File: config.mk
export PLATFORM = sky130hd
export DESIGN_NAME = qpr_device_flat
export DESIGN_NICKNAME = d
export VERILOG_FILES = /design/src/rtl/qpr_pkg.sv /design/src/rtl/qpr_if.sv /design/src/rtl/qpr_device.sv /design/src/flat_wrapper.sv
export SDC_FILE = /design/constraint.sdc
export NUM_CORES = 1
export LEC_CHECK = 0
export BUFFER_PORTS_ARGS = -buffer_cell sky130_fd_sc_hd__buf_2
export CAP_MARGIN = 10
export CORE_ASPECT_RATIO = 0.5
export CORE_MARGIN = 2
export CORE_UTILIZATION = 50
export CTS_CLUSTER_SIZE = 14
export DETAILED_ROUTE_END_ITERATION = 10
export PLACE_DENSITY_LB_ADDON = 0.12
export SLEW_MARGIN = 20
export SYNTH_ARGS = -nofsm -noshare
export SYNTH_HDL_FRONTEND = slang
export SYNTH_SLANG_ARGS = --single-unit
File: constraint.sdc
create_clock -name sys_clk -period 2.7 [get_ports sys_clk]
set_clock_uncertainty 0.1 [all_clocks]
set_input_delay 0.27 -clock sys_clk [delete_from_list [all_inputs] [get_ports sys_clk]]
set_output_delay 0.27 -clock sys_clk [all_outputs]
set_load 0.05 [all_outputs]
File: src/rtl/qpr_pkg.sv
/*
   Shared constants and types for the quadrature position readout:
   widths, reset values, the read-sequencer and inhibit state encodings,
   and the 4X gray-step decode.
   Assumes both ends import it; the carrier interface does not.
*/
package qpr_pkg;

   localparam int         CNT_WIDTH_DEFAULT = 16;
   localparam int         CNT_WIDTH_SHORT   = 12;
   localparam int         BYTE_W            = 8;
   localparam int         EXT_WIDTH_DEFAULT = 8;
   localparam int         SYNC_STAGES       = 2;
   localparam logic [7:0] LATCH_RESET_BYTE  = 8'h00;

   // inhibit sequencer in the device, sampled on falling clock edges
   typedef enum logic [2:0] {
      QPR_INH_IDLE  = 3'h1,
      QPR_INH_HOLD  = 3'h2,
      QPR_INH_ARMED = 3'h4
   } qpr_inh_state_t;

   // read sequencer in the host
   typedef enum logic [4:0] {
      QPR_RD_IDLE    = 5'h01,
      QPR_RD_HIGH    = 5'h02,
      QPR_RD_LOW     = 5'h04,
      QPR_RD_SINGLE  = 5'h08,
      QPR_RD_RELEASE = 5'h10
   } qpr_rd_state_t;

   // position of a phase pair along the gray cycle, phase A as the high bit
   function automatic logic [1:0] qpr_gray_index(input logic [1:0] ab);
      case (ab)
         2'h0:    qpr_gray_index = 2'h0;
         2'h2:    qpr_gray_index = 2'h1;
         2'h3:    qpr_gray_index = 2'h2;
         default: qpr_gray_index = 2'h3;
      endcase
   endfunction : qpr_gray_index

   // {count, up}: one step forward is up (A leads B), one step back is down
   function automatic logic [1:0] qpr_step(input logic [1:0] prevAb,
                                           input logic [1:0] curAb);
      logic [1:0] delta;
      delta = qpr_gray_index(curAb) - qpr_gray_index(prevAb);
      case (delta)
         2'h1:    qpr_step = 2'h3;
         2'h3:    qpr_step = 2'h2;
         default: qpr_step = 2'h0;
      endcase
   endfunction : qpr_step

endpackage : qpr_pkg

File: src/rtl/qpr_if.sv
/*
   Carrier between the position readout device and its host.
   Holds the byte bus, its controls and the cascade/decoder outputs;
   resolves the data wire from the device's enable; a released bus
   reads as all ones, as a pulled-up bus would.
   Assumes both ends share sys_clk.
*/
interface qpr_if;
   logic       selHigh;
   logic       oeN;
   logic [7:0] dataOut;
   logic       dataOe;
   wire  [7:0] dataBus;
   logic       decodedCountPulse;
   logic       carryBorrowPulse;
   logic       countUp;

   assign dataBus = dataOe ? dataOut : 8'hFF;

   modport device (
      input  selHigh,
      input  oeN,
      output dataOut,
      output dataOe,
      output decodedCountPulse,
      output carryBorrowPulse,
      output countUp
   );

   modport host (
      output selHigh,
      output oeN,
      input  dataBus,
      input  decodedCountPulse,
      input  carryBorrowPulse,
      input  countUp
   );
endinterface : qpr_if

File: src/rtl/qpr_device.sv
/*
   Device end of the quadrature position readout: phase decode, up/down
   position counter, position latch with read inhibit, byte multiplexer
   and decoded/cascade count pulses.
   Assumes phase inputs are already noise filtered but asynchronous, and
   that the host moves select and output enable on rising clock edges.
*/
module qpr_device #(
   parameter int CntWidth = qpr_pkg::CNT_WIDTH_DEFAULT
) (
   input  wire logic                sys_clk,
   input  wire logic                rstn,
   qpr_if.device                    bus,
   input  wire logic                phaseAInput,
   input  wire logic                phaseBInput,
   output logic     [CntWidth-1:0]  position,
   output logic                     inhibitActive
);
   import qpr_pkg::*;

   // elaboration check: the byte mux and wrap logic serve only these widths
   if (CntWidth != CNT_WIDTH_DEFAULT && CntWidth != CNT_WIDTH_SHORT) begin : g_badWidth
      $error("qpr_device: counter width must be 12 or 16");
   end

   logic [1:0]          phaseSync1_reg;
   logic [1:0]          phaseSync2_reg;
   logic [1:0]          phasePrev_reg;
   logic [1:0]          step;
   logic                countPend_reg;
   logic                dirPend_reg;
   logic                countUp_reg;
   logic [CntWidth-1:0] counter_reg;
   logic [CntWidth-1:0] counter_next;
   logic                wrap;
   logic [CntWidth-1:0] latch_reg;
   logic [15:0]         latchWide;
   logic                decRiseTgl_reg;
   logic                decFallTgl_reg;
   logic                casRiseTgl_reg;
   logic                casFallTgl_reg;
   qpr_inh_state_t      inhState_reg;
   qpr_inh_state_t      inhState_next;
   logic                inhibit;

   // phase pins are asynchronous: two flops before the decoder looks
   always_ff @(posedge sys_clk or negedge rstn) begin
      if (!rstn) begin
         phaseSync1_reg <= 2'h0;
         phaseSync2_reg <= 2'h0;
      end else begin
         phaseSync1_reg <= {phaseAInput, phaseBInput};
         phaseSync2_reg <= phaseSync1_reg;
      end
   end

   // an illegal two-step jump is dropped rather than guessed at
   assign step = qpr_step(phasePrev_reg, phaseSync2_reg);

   // decode stage: direction is settled here, one edge ahead of the count
   always_ff @(posedge sys_clk or negedge rstn) begin
      if (!rstn) begin
         phasePrev_reg <= 2'h0;
         countPend_reg <= 1'b0;
         dirPend_reg   <= 1'b1;
      end else begin
         phasePrev_reg <= phaseSync2_reg;
         countPend_reg <= step[1];
         if (step[1]) begin
            dirPend_reg <= step[0];
         end
      end
   end

   // direction output moves only with a new count, so it stays put for
   // a cycle after each pulse as long as steps are at least three cycles apart
   always_ff @(posedge sys_clk or negedge rstn) begin
      if (!rstn) begin
         countUp_reg <= 1'b1;
      end else if (step[1]) begin
         countUp_reg <= step[0];
      end
   end

   assign wrap = countPend_reg &&
                 (dirPend_reg ? (&counter_reg) : (counter_reg == '0));

   always_comb begin
      counter_next = counter_reg;
      if (countPend_reg) begin
         if (dirPend_reg) begin
            counter_next = counter_reg + 1'b1;
         end else begin
            counter_next = counter_reg - 1'b1;
         end
      end
   end

   // counter never looks at the inhibit: reads do not lose counts
   always_ff @(posedge sys_clk or negedge rstn) begin
      if (!rstn) begin
         counter_reg <= '0;
      end else begin
         counter_reg <= counter_next;
      end
   end

   always_ff @(posedge sys_clk or negedge rstn) begin
      if (!rstn) begin
         latch_reg <= '0;
      end else if (!inhibit) begin
         latch_reg <= counter_reg;
      end
   end

   // half-period pulses: the rising edge toggles, the falling edge catches
   // up, so back-to-back counts still give separate pulses
   always_ff @(posedge sys_clk or negedge rstn) begin
      if (!rstn) begin
         decRiseTgl_reg <= 1'b0;
         casRiseTgl_reg <= 1'b0;
      end else begin
         if (countPend_reg) begin
            decRiseTgl_reg <= ~decRiseTgl_reg;
         end
         if (wrap) begin
            casRiseTgl_reg <= ~casRiseTgl_reg;
         end
      end
   end

   always_ff @(negedge sys_clk or negedge rstn) begin
      if (!rstn) begin
         decFallTgl_reg <= 1'b0;
         casFallTgl_reg <= 1'b0;
      end else begin
         decFallTgl_reg <= decRiseTgl_reg;
         casFallTgl_reg <= casRiseTgl_reg;
      end
   end

   assign bus.decodedCountPulse = decRiseTgl_reg ^ decFallTgl_reg;
   assign bus.carryBorrowPulse  = casRiseTgl_reg ^ casFallTgl_reg;
   assign bus.countUp           = countUp_reg;

   always_comb begin
      inhState_next = inhState_reg;
      case (inhState_reg)
         QPR_INH_IDLE: begin
            if (!bus.oeN && !bus.selHigh) begin
               inhState_next = QPR_INH_HOLD;
            end
         end
         QPR_INH_HOLD: begin
            if (!bus.oeN && bus.selHigh) begin
               inhState_next = QPR_INH_ARMED;
            end
         end
         QPR_INH_ARMED: begin
            if (bus.oeN) begin
               inhState_next = QPR_INH_IDLE;
            end
         end
         default: begin
            inhState_next = QPR_INH_IDLE;
         end
      endcase
   end

   // falling-edge sampling gives the host half a cycle of setup after it
   // moves the controls on the rising edge
   always_ff @(negedge sys_clk or negedge rstn) begin
      if (!rstn) begin
         inhState_reg <= QPR_INH_IDLE;
      end else begin
         inhState_reg <= inhState_next;
      end
   end

   assign inhibit = (inhState_reg != QPR_INH_IDLE);

   assign latchWide = 16'(latch_reg);

   // the mux itself is open whenever the bus is enabled; the inhibit only
   // freezes what it shows
   assign bus.dataOut = bus.selHigh ? latchWide[7:0] : latchWide[15:8];
   assign bus.dataOe  = !bus.oeN;

   assign position      = counter_reg;
   assign inhibitActive = inhibit;

endmodule : qpr_device

File: src/flat_wrapper.sv
// flat-port wrapper written by rule: the top's interface ports become plain ports
module qpr_device_flat import qpr_pkg::*;
#(
   parameter int CntWidth = qpr_pkg::CNT_WIDTH_DEFAULT
)
  (sys_clk, rstn, phaseAInput, phaseBInput, position, inhibitActive, bus_selHigh, bus_oeN, bus_dataOut, bus_dataOe, bus_decodedCountPulse, bus_carryBorrowPulse, bus_countUp);
  qpr_if bus_i ();
  input  wire logic sys_clk;
  input  wire logic rstn;
  input  wire logic phaseAInput;
  input  wire logic phaseBInput;
  output logic     [CntWidth-1:0] position;
  output logic inhibitActive;
  input wire logic [$bits(bus_i.selHigh)-1:0] bus_selHigh;
  input wire logic [$bits(bus_i.oeN)-1:0] bus_oeN;
  output wire logic [$bits(bus_i.dataOut)-1:0] bus_dataOut;
  output wire logic [$bits(bus_i.dataOe)-1:0] bus_dataOe;
  output wire logic [$bits(bus_i.decodedCountPulse)-1:0] bus_decodedCountPulse;
  output wire logic [$bits(bus_i.carryBorrowPulse)-1:0] bus_carryBorrowPulse;
  output wire logic [$bits(bus_i.countUp)-1:0] bus_countUp;
  assign bus_i.selHigh = bus_selHigh;
  assign bus_i.oeN = bus_oeN;
  assign bus_dataOut = bus_i.dataOut;
  assign bus_dataOe = bus_i.dataOe;
  assign bus_decodedCountPulse = bus_i.decodedCountPulse;
  assign bus_carryBorrowPulse = bus_i.carryBorrowPulse;
  assign bus_countUp = bus_i.countUp;
  qpr_device #(.CntWidth(CntWidth)) u_core (.sys_clk(sys_clk), .rstn(rstn), .bus(bus_i), .phaseAInput(phaseAInput), .phaseBInput(phaseBInput), .position(position), .inhibitActive(inhibitActive));
endmodule
-- Word-level counts from Yosys, hierarchy flattened
Index checks and enable logic that the tools add are counted.
- register bits: 47
- bits in latches: 0
- bits in writable memories: 0
- bits in read-only memories: 0
- bits of input ports: 6
- output and inout port bits: 29
- memories kept: 0
- add/sub/neg operators: 3
- $mul: 0
- divide/modulo/power cells: 0
- $lt $le $gt $ge: 0
- equality and inequality tests: 13
- shifts and indexed selects: 0
- muxes and demuxes: 10
- bitwise operators: 4
- reduce and logical (&&, ||, !) cells: 10
- operators with widths (kind ; count):
    $add 16x1->16 const B ; 1
    $logic_not 16->1 ; 1
    $mux 16 ; 1
    $reduce_and 16->1 ; 1
    $sub 16x1->16 const B ; 1
    $pmux 2 s3 ; 2
    $eq 2x2->1 const B ; 5
    $mux 3 ; 3
    $pmux 3 s3 ; 1
    $mux 8 ; 1
    $logic_not 2->1 ; 2
    $ne 2x1->1 const B ; 2
    $pmux 2 s2 ; 1
    $eq 3x1->1 const B ; 1
    $eq 3x2->1 const B ; 1
    $eq 3x3->1 const B ; 1
    $logic_and 1x1->1 ; 3
    $ne 3x1->1 const B ; 1
    $reduce_and 3->1 ; 1
    $eq 2x1->1 const B ; 1
    $logic_not 1->1 ; 2
    $ne 2x2->1 const B ; 1
    $not 1->1 ; 2
    $sub 2x2->2 ; 1
    2 further kinds ; 3

-- Logic depth before layout (Yosys ltp)
- depth after elaboration: 5
- gate-level depth with buffers: 8
- gate-level depth less buffers: 7

==> run summary <==
Xor and xnor area share after synthesis -> 4.40%
CP required -> 2.33 ns
Die Area -> 6220 sq um
Synthesized Nets -> 287
Number of I/O pins -> 35
Register bit total from synthesis -> 47
Setup CP Type -> flip-flop to output port
Overflow after GRT -> 0
Slew Viols, Final -> 0
Syn Inst Count -> 261
Fraction of the mapped netlist area in compound gates -> 14.6%
Mux cell area share after synthesis -> 12.9%
Initial cell density of the core -> 51.4%
Post-synth EDFFs -> 0
Num CTS Buffers -> 5
First-pass GRT wire length -> 10800 microns
Root Buffer -> clkbuf_8
1st-pass router iterations -> 4
Unrepaired setup endpoints after global routing -> true
Crit Path Max Fanout -> 2
# Max-Cap Violations -> 0
WL/cell -> 16.6 microns
PnR worst setup slack -> -0.470 ns
Post-Layout Cell Count -> 397
Gr usage total -> 23.5%
Slew at the pin closest to its max-slew limit -> 0.575 ns
# setup viols final -> 19
CTS H-tree lvls -> 2
Share of the synthesized area in the top cell type -> 36.8%
Register area share after synthesis -> 42.3%
Placed Cells -> 382
R2R Setup Slk -> -0.35 ns
Number of remaining DRC errors -> 0
Slowest stage delay, CP -> 0.52 ns
Maximum clock path buffer count -> 2
TNS Setup -> -5.99 ns
Worst Path Arrival -> 2.80 ns
Slowest CP cell -> dfstp_2
Worst-path clk slew -> 0.10 ns
Hold Worst Slack -> 0.262 ns
Worst path cell trace -> nor3b_4, buf_6, clkinvlp_4, buf_6
Drt total wl -> 6600 microns
Top_reg_cell synth -> dfrtp_1
Status -> finished, violations left
Yosys synthesis warning count -> 0
Syn_area_per_cell -> 10.7 sq um
Mapped Area -> 2790 sq um
Hold Vio Cnt, Final -> 0
Initial DRC count -> 172
Final GP Congestion -> 0.849
Antenna-violating nets left -> 0
TritonCTS clock tree -> yes
Ys async rst share -> 100%
Critical path endpoint category -> output port
Final HPWL DP -> 4670 microns
Antenna violations before repair -> 0
Cell variety after synth -> 51
Cell accounting for the most synthesized area -> dfrtp_1
Worst slew margin -> 61.7%
Fillers -> 422
Core Rows -> 19
Fraction of layout cells with a size suffix above 1 -> 34.0%
Largest cells by area after synthesis -> dfrtp_1 (37%), mux2_2 (13%), ha_1 (8.5%), dfrtn_1 (3.6%), a21oi_1 (2.9%)
Startpoint types -> flip-flop
Later-pin clock latency in the skew report -> 0.37 ns
Vias in the first global route -> 2203
Post-Synth Adder-Cell Area -> 9.25%
Crit-path most repeated cell -> buf_6
Simple-gate portion of the synthesized area -> 13.0%
Drt via density -> 5.62
Largest net degree at the start of global routing -> 24
PortBufs -> 34
Die extent in x -> 110 microns
Number of diodes -> 0
Die height -> 56.8 microns
Layout area overhead -> 25.4%
Largest family of logic cells by synthesized area -> compound AO/OA/AOI/OAI gates
Failing checks -> setup timing
Core ar. -> 5420 sq um
Via count -> 2232
Hold crit path type -> flip-flop to flip-flop
Sink Count -> 47
Nets -> 349
Final Util -> 64.4%
-- cells by family (layout without fill, tap and decap cells) --
logic type / count (synthesis) / count (layout)
AO/OA/AOI/OAI: 57 / 57
XOR/XNOR: 14 / 14
buffers and inverters: 21 / 84
multiplexers: 32 / 32
AND/OR/NAND/NOR: 70 / 70
adder cells (fa/ha/maj): 20 / 20
flip-flops: 47 / 47
-- Yosys cell counts, types with 2 or more instances --
| cell | n |
|---|---|
| a211o_1 | 3 |
| xor2_1 | 7 |
| nand4_1 | 9 |
| a21o_1 | 5 |
| nand2_1 | 15 |
| and2_1 | 5 |
| o21a_1 | 2 |
| xnor2_1 | 7 |
| nor2_1 | 11 |
| nand3_1 | 7 |
| inv_1 | 13 |
| a211oi_1 | 3 |
| mux2_2 | 31 |
| nor3_1 | 7 |
| a41oi_1 | 2 |
| buf_6 | 2 |
| dfstp_2 | 2 |
| nor4_1 | 5 |
| o21ai_0 | 4 |
| dfrtp_1 | 41 |
| clkbuf_2 | 2 |
| ha_1 | 19 |
| dfrtn_1 | 4 |
| a21oi_1 | 16 |
| o211ai_1 | 3 |
| a21oi_2 | 2 |
| o31ai_1 | 2 |
| and3_1 | 4 |
| buf_2 | 2 |
| clkbuf_1 | 2 |
| a31oi_1 | 2 |
| nor2b_1 | 2 |
| o21ai_1 | 2 |
-- final timing paths --
path | start | to | depth (start not counted)
max | u_core.inhState_reg[0]$_DFFE_NN1P_ | inhibitActive | 4
min | u_core.phaseSync1_reg[0]$_DFF_PN0_ | u_core.phaseSync2_reg[0]$_DFF_PN0_ | 0
max reg2reg | u_core.inhState_reg[0]$_DFFE_NN1P_ | u_core.latchWide[0]$_DFFE_PN0N_ | 5
min reg2reg | u_core.phaseSync1_reg[0]$_DFF_PN0_ | u_core.phaseSync2_reg[0]$_DFF_PN0_ | 0
max in group asynchronous | rstn | u_core.casFallTgl_reg$_DFF_NN0_ | 3
min in group asynchronous | rstn | u_core.latchWide[1]$_DFFE_PN0N_ | 3
-- stage by stage --
stage          worst slack [ns]  cell area [sq um]
2_1_floorplan            -0.255               2820
3_3_place_gp             -0.162               3190
3_5_place_dp             -0.205               3190
4_1_cts                  -0.445               3400
5_1_grt                  -0.538               3490
6_report                 -0.470               3490
-- cell usage in the layout, fill, tap and decap left out, types with 2 or more instances in the layout --
cell type	netlist	layout
dfrtp_1	41	41
buf_2	2	31
buf_4	0	21
ha_1	19	19
a21oi_1	16	16
mux2_4	0	16
mux2_2	31	15
nand2_1	15	15
inv_1	13	12
nor2_1	11	11
nand4_1	9	9
nand3_1	7	7
nor3_1	7	7
xnor2_1	7	7
buf_6	2	6
xor2_1	7	5
and2_1	5	5
a21o_1	5	5
nor4_1	5	5
clkbuf_8	0	5
o21ai_0	4	4
and3_1	4	4
dfrtn_1	4	4
o211ai_1	3	3
a211oi_1	3	3
a211o_1	3	3
dlygate4sd3_1	0	3
xor2_2	0	2
nor2b_1	2	2
o21ai_1	2	2
a41oi_1	2	2
a21oi_2	2	2
a31oi_1	2	2
o21a_1	2	2
o31ai_1	2	2
clkbuf_16	0	2
dfstp_2	2	2
-- per-layer routing --
layer,track usage (%),routed length [microns]
met1,32.8,3280
met2,36.5,3000
met3,6.39,254
met4,5.79,67
met5,0,0
-- area by class of cell --
| cell class | instances | area, sq um | area share [%] |
|---|---|---|---|
| clock buffer | 7 | 119 | 3.40 |
| clock inverter | 2 | 15.0 | 0.430 |
| sequential | 47 | 1180 | 33.8 |
| timing repair buffer | 63 | 445 | 12.8 |
| inverter | 12 | 48.8 | 1.40 |
| tap | 73 | 91.3 | 2.62 |
| multi-input combinational | 193 | 1590 | 45.6 |
-- critical path, delay by kind of cell, from the launching register on --
kind | cells | cell delay, ns
buffers and inverters | 3 | 0.34
AND/OR/NAND/NOR | 1 | 0.21
flip-flops | 1 | 0.52
-- timing repair --
action | in CTS | in global routing
hold endpoints to repair | 43 | 0
gates resized for setup | 11 | 22
hold buffers | 3 | 0
cloned | 2 | 0
buffers inserted | 2 | 1
endpoints found under the setup margin | 19 | 19
Power is not shown: default switching activity piles up to over one toggle a cycle in this logic, so the estimate is an artifact.
